## src/verilog/rsc_defs.vh

```
// constants for the reset source controller
`ifndef RSC_DEFS_VH
`define RSC_DEFS_VH

// register byte offsets on the AXI4-Lite bus
`define RSC_OFS_THRESH 4'h0
`define RSC_OFS_CAUSE 4'h4
`define RSC_OFS_STATUS 4'h8
`define RSC_ADDR_W 4
// parks a write whose high address bits are set on an unmapped offset
`define RSC_OFS_NONE 4'hC

// AXI response codes
`define RSC_RESP_OKAY 2'h0
`define RSC_RESP_SLVERR 2'h2

// threshold select codes, all select the same trip level
`define RSC_THRESH_RESET 8'h55
`define RSC_CODE_A 8'h55
`define RSC_CODE_B 8'h33
`define RSC_CODE_C 8'h99
`define RSC_CODE_D 8'hAA

// cause register bit positions
`define RSC_BIT_UV 2
`define RSC_BIT_THR 1
`define RSC_BIT_WDR 0

// status register bit positions
`define RSC_BIT_TO 1
`define RSC_BIT_PD 0

// times and derived counts at the core clock rate
`define RSC_CLK_MHZ 100
`define RSC_UV_QUALIFY_NS 1000
`define RSC_UV_QUALIFY_CYC (((`RSC_UV_QUALIFY_NS * `RSC_CLK_MHZ) + 999) / 1000)
`define RSC_CNT_W 16
`define RSC_DEBOUNCE_EDGES 2'h3
`define RSC_FULL_RST_CYC 5'h04
`define RSC_START_FAST_CYC 5'h10
`define RSC_START_SLOW_CYC 5'h02
`define RSC_STATE_CNT_W 5

`endif

```

## src/verilog/rsc_reset_source_controller.v

```verilog
// reset source controller: merges reset causes and keeps cause flags
//
// Function
// power-on fetch starts at address zero
// power-on loads port data/direction all ones
// qualified low supply resets, sets cause flag
// short low-supply glitch is ignored
// only four threshold codes are valid
// invalid code resets after 2-3 slow edges
// invalid-code reset sets threshold cause flag
// threshold register powers up as 0x55
// low-voltage function off in power-down
// software may write any threshold code
// undervoltage flag bit 2, software clears
// normal watchdog timeout: full reset, sets timeout
// sleep watchdog timeout clears only pc, sp
// wake start-up 16 fast or 2 slow
// por clears flags; sleep timeout sets both
// one merged synchronous reset, flags same cycle
`timescale 1ns/1ns
`include "rsc_defs.vh"

module rsc_reset_source_controller (
    // clock, reset, enable
    input wire aclk,
    input wire aresetn,
    input wire ce,
    // AXI4-Lite write address
    input wire [31:0] s_axi_awaddr,
    input wire s_axi_awvalid,
    output reg s_axi_awready,
    // AXI4-Lite write data
    input wire [31:0] s_axi_wdata,
    input wire [3:0] s_axi_wstrb,
    input wire s_axi_wvalid,
    output reg s_axi_wready,
    // AXI4-Lite write response
    output reg [1:0] s_axi_bresp,
    output reg s_axi_bvalid,
    input wire s_axi_bready,
    // AXI4-Lite read address
    input wire [31:0] s_axi_araddr,
    input wire s_axi_arvalid,
    output reg s_axi_arready,
    // AXI4-Lite read data
    output reg [31:0] s_axi_rdata,
    output reg [1:0] s_axi_rresp,
    output reg s_axi_rvalid,
    input wire s_axi_rready,
    // analog and oscillator pins, asynchronous
    input wire undervoltage_detect,
    input wire slow_internal_osc,
    // core status, same clock
    input wire powerdown_mode,
    input wire sleep_idle_mode,
    input wire sys_clk_is_slow,
    input wire watchdog_timeout,
    input wire watchdog_reg_corrupt,
    // reset outputs to the core
    output reg sys_reset,
    output reg core_restart,
    output reg startup_hold,
    output reg timeout_flag,
    output reg powerdown_flag
);

    localparam S_IDLE = 2'b00;
    localparam S_RESET = 2'b01;
    localparam S_START = 2'b10;

    // synchronisers
    reg uv_s1_reg;
    reg uv_s2_reg;
    reg osc_s1_reg;
    reg osc_s2_reg;
    reg osc_s3_reg;

    // registers
    reg [7:0] threshold_code_reg;
    reg undervoltage_cause_flag_reg;
    reg threshold_reg_reset_flag_reg;
    reg watchdog_reg_reset_flag_reg;

    // sequencing
    reg [1:0] state_reg;
    reg [1:0] state_next;
    reg [`RSC_STATE_CNT_W-1:0] cnt_reg;
    reg [`RSC_STATE_CNT_W-1:0] cnt_next;
    reg [`RSC_CNT_W-1:0] uv_cnt_reg;
    reg [1:0] deb_cnt_reg;

    // bus capture
    reg aw_have_reg;
    reg w_have_reg;
    reg [`RSC_ADDR_W-1:0] awaddr_reg;
    reg [7:0] wdata_reg;
    reg wstrb0_reg;
    reg [7:0] rd_byte;

    wire osc_edge = osc_s2_reg & ~osc_s3_reg;
    wire code_valid = (threshold_code_reg == `RSC_CODE_A) ||
        (threshold_code_reg == `RSC_CODE_B) ||
        (threshold_code_reg == `RSC_CODE_C) ||
        (threshold_code_reg == `RSC_CODE_D);
    wire uv_enable = ~powerdown_mode;
    wire in_reset = (state_reg == S_RESET);

    // a glitch shorter than the qualify time never reaches the count
    wire uv_evt = uv_enable & uv_s2_reg & ~in_reset &
        (uv_cnt_reg >= `RSC_UV_QUALIFY_CYC);
    // the debounce trips on the third slow edge: 2 to 3 slow periods
    wire thr_evt = uv_enable & ~code_valid & ~in_reset & osc_edge &
        (deb_cnt_reg == `RSC_DEBOUNCE_EDGES - 2'h1);
    wire wdt_norm_evt = watchdog_timeout & ~sleep_idle_mode & ~in_reset;
    wire wdt_wake_evt = watchdog_timeout & sleep_idle_mode & ~in_reset;
    wire wdr_evt = watchdog_reg_corrupt & ~in_reset;
    wire full_evt = uv_evt | thr_evt | wdt_norm_evt | wdr_evt;

    // bus write decode
    wire wr_fire = aw_have_reg & w_have_reg & ~s_axi_bvalid;
    wire wr_lane = wr_fire & wstrb0_reg;
    wire wr_thresh = wr_lane && (awaddr_reg == `RSC_OFS_THRESH);
    wire wr_cause = wr_lane && (awaddr_reg == `RSC_OFS_CAUSE);
    wire wr_map = (awaddr_reg == `RSC_OFS_THRESH) ||
        (awaddr_reg == `RSC_OFS_CAUSE) || (awaddr_reg == `RSC_OFS_STATUS);
    wire [`RSC_ADDR_W-1:0] raddr = s_axi_araddr[`RSC_ADDR_W-1:0];
    wire rd_map = (s_axi_araddr[31:`RSC_ADDR_W] == 28'h0000000) &&
        ((raddr == `RSC_OFS_THRESH) || (raddr == `RSC_OFS_CAUSE) ||
        (raddr == `RSC_OFS_STATUS));

    // next state of the reset sequencer
    always @* begin
        state_next = state_reg;
        cnt_next = cnt_reg;
        case (state_reg)
            S_IDLE, S_START: begin
                if (full_evt) begin
                    state_next = S_RESET;
                    cnt_next = `RSC_FULL_RST_CYC;
                end else if (wdt_wake_evt) begin
                    state_next = S_START;
                    cnt_next = sys_clk_is_slow ? `RSC_START_SLOW_CYC :
                        `RSC_START_FAST_CYC;
                end else if (state_reg == S_START) begin
                    cnt_next = cnt_reg - 5'h01;
                    if (cnt_reg == 5'h01) begin
                        state_next = S_IDLE;
                    end
                end
            end
            S_RESET: begin
                cnt_next = cnt_reg - 5'h01;
                if (cnt_reg == 5'h01) begin
                    state_next = S_IDLE;
                end
            end
            default: begin
                state_next = S_IDLE;
                cnt_next = 5'h00;
            end
        endcase
    end

    // synchronisers are held clear in reset and start sampling the pins at release
    always @(posedge aclk) begin
        if (!aresetn) begin
            uv_s1_reg <= 1'b0;
            uv_s2_reg <= 1'b0;
            osc_s1_reg <= 1'b0;
            osc_s2_reg <= 1'b0;
            osc_s3_reg <= 1'b0;
        end else if (ce) begin
            uv_s1_reg <= undervoltage_detect;
            uv_s2_reg <= uv_s1_reg;
            osc_s1_reg <= slow_internal_osc;
            osc_s2_reg <= osc_s1_reg;
            osc_s3_reg <= osc_s2_reg;
        end
    end

    // sequencer, filters and outputs
    always @(posedge aclk) begin
        if (!aresetn) begin
            // power-on: core held, pc to zero, ports to all ones
            state_reg <= S_IDLE;
            cnt_reg <= 5'h00;
            uv_cnt_reg <= 16'h0000;
            deb_cnt_reg <= 2'h0;
            sys_reset <= 1'b1;
            core_restart <= 1'b1;
            startup_hold <= 1'b0;
            timeout_flag <= 1'b0;
            powerdown_flag <= 1'b0;
        end else if (ce) begin
            state_reg <= state_next;
            cnt_reg <= cnt_next;
            // ports reload all ones and fetch restarts at zero while held
            sys_reset <= (state_next == S_RESET);
            core_restart <= (state_next == S_RESET) | wdt_wake_evt;
            startup_hold <= (state_next == S_START);
            if (uv_enable && uv_s2_reg && !in_reset) begin
                if (uv_cnt_reg != 16'hFFFF) begin
                    uv_cnt_reg <= uv_cnt_reg + 16'h0001;
                end
            end else begin
                uv_cnt_reg <= 16'h0000;
            end
            if (code_valid || !uv_enable || in_reset) begin
                deb_cnt_reg <= 2'h0;
            end else if (osc_edge) begin
                deb_cnt_reg <= deb_cnt_reg + 2'h1;
            end
            // an undervoltage reset leaves both flags unchanged
            if (wdt_norm_evt) begin
                timeout_flag <= 1'b1;
            end
            if (wdt_wake_evt) begin
                timeout_flag <= 1'b1;
                powerdown_flag <= 1'b1;
            end
        end
    end

    // software registers; hardware sets win over software clears
    always @(posedge aclk) begin
        if (!aresetn) begin
            threshold_code_reg <= `RSC_THRESH_RESET;
            undervoltage_cause_flag_reg <= 1'b0;
            threshold_reg_reset_flag_reg <= 1'b0;
            watchdog_reg_reset_flag_reg <= 1'b0;
        end else if (ce) begin
            if (full_evt) begin
                // reload a valid code or the block would reset forever
                threshold_code_reg <= `RSC_THRESH_RESET;
            end else if (wr_thresh) begin
                threshold_code_reg <= wdata_reg;
            end
            if (uv_evt) begin
                undervoltage_cause_flag_reg <= 1'b1;
            end else if (wr_cause && !wdata_reg[`RSC_BIT_UV]) begin
                undervoltage_cause_flag_reg <= 1'b0;
            end
            if (thr_evt) begin
                threshold_reg_reset_flag_reg <= 1'b1;
            end else if (wr_cause && !wdata_reg[`RSC_BIT_THR]) begin
                threshold_reg_reset_flag_reg <= 1'b0;
            end
            if (wdr_evt) begin
                watchdog_reg_reset_flag_reg <= 1'b1;
            end else if (wr_cause && !wdata_reg[`RSC_BIT_WDR]) begin
                watchdog_reg_reset_flag_reg <= 1'b0;
            end
        end
    end

    // AXI4-Lite write channel: address and data taken in either order
    always @(posedge aclk) begin
        if (!aresetn) begin
            aw_have_reg <= 1'b0;
            w_have_reg <= 1'b0;
            awaddr_reg <= 4'h0;
            wdata_reg <= 8'h00;
            wstrb0_reg <= 1'b0;
            s_axi_awready <= 1'b1;
            s_axi_wready <= 1'b1;
            s_axi_bvalid <= 1'b0;
            s_axi_bresp <= `RSC_RESP_OKAY;
        end else if (ce) begin
            if (s_axi_awvalid && s_axi_awready) begin
                aw_have_reg <= 1'b1;
                awaddr_reg <= s_axi_awaddr[`RSC_ADDR_W-1:0];
                s_axi_awready <= 1'b0;
                if (s_axi_awaddr[31:`RSC_ADDR_W] != 28'h0000000) begin
                    awaddr_reg <= `RSC_OFS_NONE;
                end
            end
            if (s_axi_wvalid && s_axi_wready) begin
                w_have_reg <= 1'b1;
                wdata_reg <= s_axi_wdata[7:0];
                wstrb0_reg <= s_axi_wstrb[0];
                s_axi_wready <= 1'b0;
            end
            if (wr_fire) begin
                s_axi_bvalid <= 1'b1;
                s_axi_bresp <= wr_map ? `RSC_RESP_OKAY : `RSC_RESP_SLVERR;
            end
            // bits 31:8 of the write data are ignored, every register is one byte
            if (s_axi_bvalid && s_axi_bready) begin
                s_axi_bvalid <= 1'b0;
                aw_have_reg <= 1'b0;
                w_have_reg <= 1'b0;
                s_axi_awready <= 1'b1;
                s_axi_wready <= 1'b1;
            end
        end
    end

    // read data mux; unused bits and unmapped offsets read as zero
    always @* begin
        rd_byte = 8'h00;
        case (raddr)
            `RSC_OFS_THRESH: begin
                rd_byte = threshold_code_reg;
            end
            `RSC_OFS_CAUSE: begin
                rd_byte[`RSC_BIT_UV] = undervoltage_cause_flag_reg;
                rd_byte[`RSC_BIT_THR] = threshold_reg_reset_flag_reg;
                rd_byte[`RSC_BIT_WDR] = watchdog_reg_reset_flag_reg;
            end
            `RSC_OFS_STATUS: begin
                rd_byte[`RSC_BIT_TO] = timeout_flag;
                rd_byte[`RSC_BIT_PD] = powerdown_flag;
            end
            default: begin
                rd_byte = 8'h00;
            end
        endcase
        // high address bits set: the read is refused, so nothing may leak out
        if (!rd_map) begin
            rd_byte = 8'h00;
        end
    end

    // AXI4-Lite read channel: data one edge after the address
    always @(posedge aclk) begin
        if (!aresetn) begin
            s_axi_arready <= 1'b1;
            s_axi_rvalid <= 1'b0;
            s_axi_rdata <= 32'h00000000;
            s_axi_rresp <= `RSC_RESP_OKAY;
        end else if (ce) begin
            if (s_axi_arvalid && s_axi_arready) begin
                s_axi_arready <= 1'b0;
                s_axi_rvalid <= 1'b1;
                s_axi_rresp <= rd_map ? `RSC_RESP_OKAY : `RSC_RESP_SLVERR;
                s_axi_rdata <= {24'h000000, rd_byte};
            end
            if (s_axi_rvalid && s_axi_rready) begin
                s_axi_rvalid <= 1'b0;
                s_axi_arready <= 1'b1;
            end
        end
    end

endmodule

```

## config.mk

```make
export PLATFORM = sky130hd
export DESIGN_NAME = rsc_reset_source_controller
export DESIGN_NICKNAME = d
export VERILOG_FILES = /design/src/verilog/rsc_reset_source_controller.v
export VERILOG_INCLUDE_DIRS = /design/src /design/src/verilog
export SDC_FILE = /design/constraint.sdc
export NUM_CORES = 1
export LEC_CHECK = 0
export BUFFER_PORTS_ARGS = -buffer_cell sky130_fd_sc_hd__buf_2
export CAP_MARGIN = 20
export CORE_MARGIN = 2
export CORE_UTILIZATION = 25
export CTS_BUF_LIST = sky130_fd_sc_hd__clkbuf_16
export CTS_CLUSTER_SIZE = 40
export DETAILED_ROUTE_END_ITERATION = 16
export PLACE_DENSITY = 0.51
export SYNTH_ARGS = -nofsm -noshare
export SYNTH_HDL_FRONTEND = slang
export SYNTH_SLANG_ARGS = --single-unit
```

## constraint.sdc

```tcl
create_clock -name aclk -period 1.6 [get_ports aclk]
set_input_delay 0.32 -clock aclk [delete_from_list [all_inputs] [get_ports aclk]]
set_output_delay 0.32 -clock aclk [all_outputs]
set_load 0.005 [all_outputs]
```

==> results_dict.tcl <==
set metrics [dict create \
    leakagePower_nw 2.47 \
    cp_data_required_time_ps 1810 \
    whs_endpoint "wdata_reg[5]" \
    gr-usage-all-layers 0.128 \
    viasPerCell 4.59 \
    synth_edf_count 0 \
    violations "setup timing" \
    setup_viol 24 \
    reg2reg_slack_ps -160 \
    nNetsFinal 746 \
    crit_fanout 8 \
    top_layer_used "met4" \
    synth_flop_cell "dfxtp_1" \
    synth_warnings 0 \
    maxSlewViolCount 0 \
    area_delta_synth_final_pct 47.0 \
    final_antenna_net_count 0 \
    hold_viol_final 0 \
    p_total_mw 4.58 \
    avgRoutedWirePerCell_um 12.9 \
    worstSetupEndpointType "register" \
    start_util 0.256 \
    grt_pass1_vias 3690 \
    min_period_ps 1760 \
    coreArea_um2 15200 \
    vdd_drop_max_mv 0.540 \
    n_antenna_cell 0 \
    muxShareOfSynthArea 0.0235 \
    grt_overflow_total 0 \
    rows 45 \
    rsz0062_at_grt "true" \
    dieArea_um2 16600 \
    post-route-util 0.377 \
    synth_xor_xnor_area_share 0.0360 \
    rr_worst_depth 6 \
    via_count 3762 \
    wl_um 10600 \
    drc 0 \
    r2r-end "threshold_code_reg[4]" \
    cts_hold_buf 0 \
    p_per_area_nw_per_um2 799 \
    drt_iter0_markers 107 \
    cts_inserted_buffers 9 \
    final_cells 819 \
    ys_async_sr_fraction 0 \
    max_freq_ghz 0.569 \
    synth_most_common_cell "dfxtp_1" \
    drive_above_1_share 0.439 \
    drv_cap 0 \
    hp-class "in2reg" \
    placed_cells 792 \
    wl_met2_um 4980 \
    critPathArrivalTime_ps 1970 \
    yosys.area.top_type_share 0.391 \
    avgSynthCellArea_um2 8.73 \
    synth_cells 446 \
    wl_met3_um 717 \
    ys_seq_area_frac 0.391 \
    synthAdderAreaFrac 0.0161 \
    synth_area_leader_cell "dfxtp_1" \
    clock-sinks 76 \
    io_pins 161 \
    finalWorstSetupSlack_ps -158 \
    syn_area_um2 3890 \
    synth.area.top_cells "dfxtp_1 39%, buf_4 5.0%, nand2_1 4.4%, nor2b_1 3.4%, nor2_1 3.3%" \
    clk_root_buffer_cell "clkbuf_16" \
    worstReg2RegStart "awaddr_reg[1]" \
    holdCritStartpoint "s_axi_wdata[5]" \
    place_worst_setup_slack_ps -225 \
    numPortBuffers 107 \
    synthDistinctLibCells 62 \
    dp_hpwl_um 8090 \
    antenna_found_initial 0 \
    gp_congestion 0.805 \
    min_path_cells 3 \
    die_h_um 129 \
    die_w_um 129 \
    largest_reg_flops 16 \
    synth_top_family_by_area "simple AND/OR/NAND/NOR gates" \
    wl_met1_um 4750 \
    clk_latency_ps 340 \
    cp-start-kind "register" \
    grt_first_pass_wirelength_um 17100 \
    skew_ps 8.27 \
    synthTopCellsByCount "76 x dfxtp_1, 46 x nand2_1, 34 x nor2_1" \
    synth_compound_area_frac 0.170 \
    grt_max_degree 28 \
    dr.pass1.iters 4 \
    htree_num_levels 3 \
    synthSimpleGateAreaFrac 0.274 \
    cts_tree "yes" \
    clockBufferDepth 2 \
    path_clk_slew_ps 60 \
    crit_type "reg2reg" \
    synth_seq_cells 76 \
    status "complete, but fails checks" \
    fin_crit_sh 1.10 \
]
[repair_timing]
| action | CTS | global route |
|---|---|---|
| hold endpoints to repair | 0 | 0 |
| gates resized for setup | 43 | 33 |
| pin swaps | 27 | 32 |
| endpoints found under the setup margin | 35 | 41 |
| setup buffers | 8 | 4 |
[per-stage QoR]
stage | area, µm² | hold WS (ps) | setup TNS, ps
floorplan | 4050 | 439 | -1170
global placement | 5050 | 450 | -4080
detailed placement | 5050 | 458 | -5600
CTS | 5570 | 229 | -2140
global route | 5720 | 229 | -5300
finish | 5720 | 237 | -2130
[cell usage in the layout (no fill, tap or decap), types with 11 or more instances in the layout]
cell type and instances:
nor2_1 32, dfxtp_1 61, xor2_1 13, nand3_1 12, buf_2 107, nand4_1 11, nor4_1 15, a21boi_0 11
buf_6 13, nand2_1 41, conb_1 26, nor2b_1 21, dfxtp_2 13, inv_1 20, buf_4 66
[layer usage]
layer / global-route usage / up-vias
li1: - / 1891
met1: 0.159 / 1723
met2: 0.219 / 137
met3: 0.0341 / 11
met4: 0.0371 / 0
met5: 0 / -
[worst max-delay path, cell delays in order (launching register included)]
cell,delay [ps]
dfxtp_1,310
or4b_4,550
nor3_4,190
buf_4,160
nand4_4,160
o22ai_1,210
nand2_1,70
[power breakdown]
| part | switching, mW | internal, mW | leakage (nW) |
|---|---|---|---|
| registers | 0.0436 | 1.95 | 0.623 |
| clock network | 0.767 | 1.19 | 0.149 |
| logic | 0.313 | 0.316 | 1.70 |
| total | 1.12 | 3.45 | 2.47 |
[logic make-up after synthesis]
family	Yosys count
buf+inv	62
mux	9
fa+ha+maj	5
other cells	1
simple gates	192
compound gates	85
flops	76
xor+xnor	16
[worst max-delay path by stage]
stage,startpoint,endpoint,slack (ps),depth (start not counted)
2_1_floorplan,state_reg[0],cnt_reg[1],-140,8
3_3_place_gp,awaddr_reg[1],threshold_code_reg[5],-170,6
3_5_place_dp,threshold_code_reg[5],threshold_code_reg[6],-230,6
4_1_cts,awaddr_reg[1],threshold_code_reg[3],-160,6
5_1_grt,awaddr_reg[1],threshold_code_reg[1],-280,6
6_report,awaddr_reg[1],threshold_code_reg[4],-160,6
[layout make-up]
type                            count  area, µm²
Timing Repair Buffer              186       1180
Clock inverter                      7       60.1
Sequential cell                    76       1550
Fill cell                        1522       9480
Clock buffer                        9        225
Inverter                           20       75.1
Tap cell                          188        235
Multi-Input combinational cell    333       2410
No activity file was read; power rests on OpenSTA's default activity.
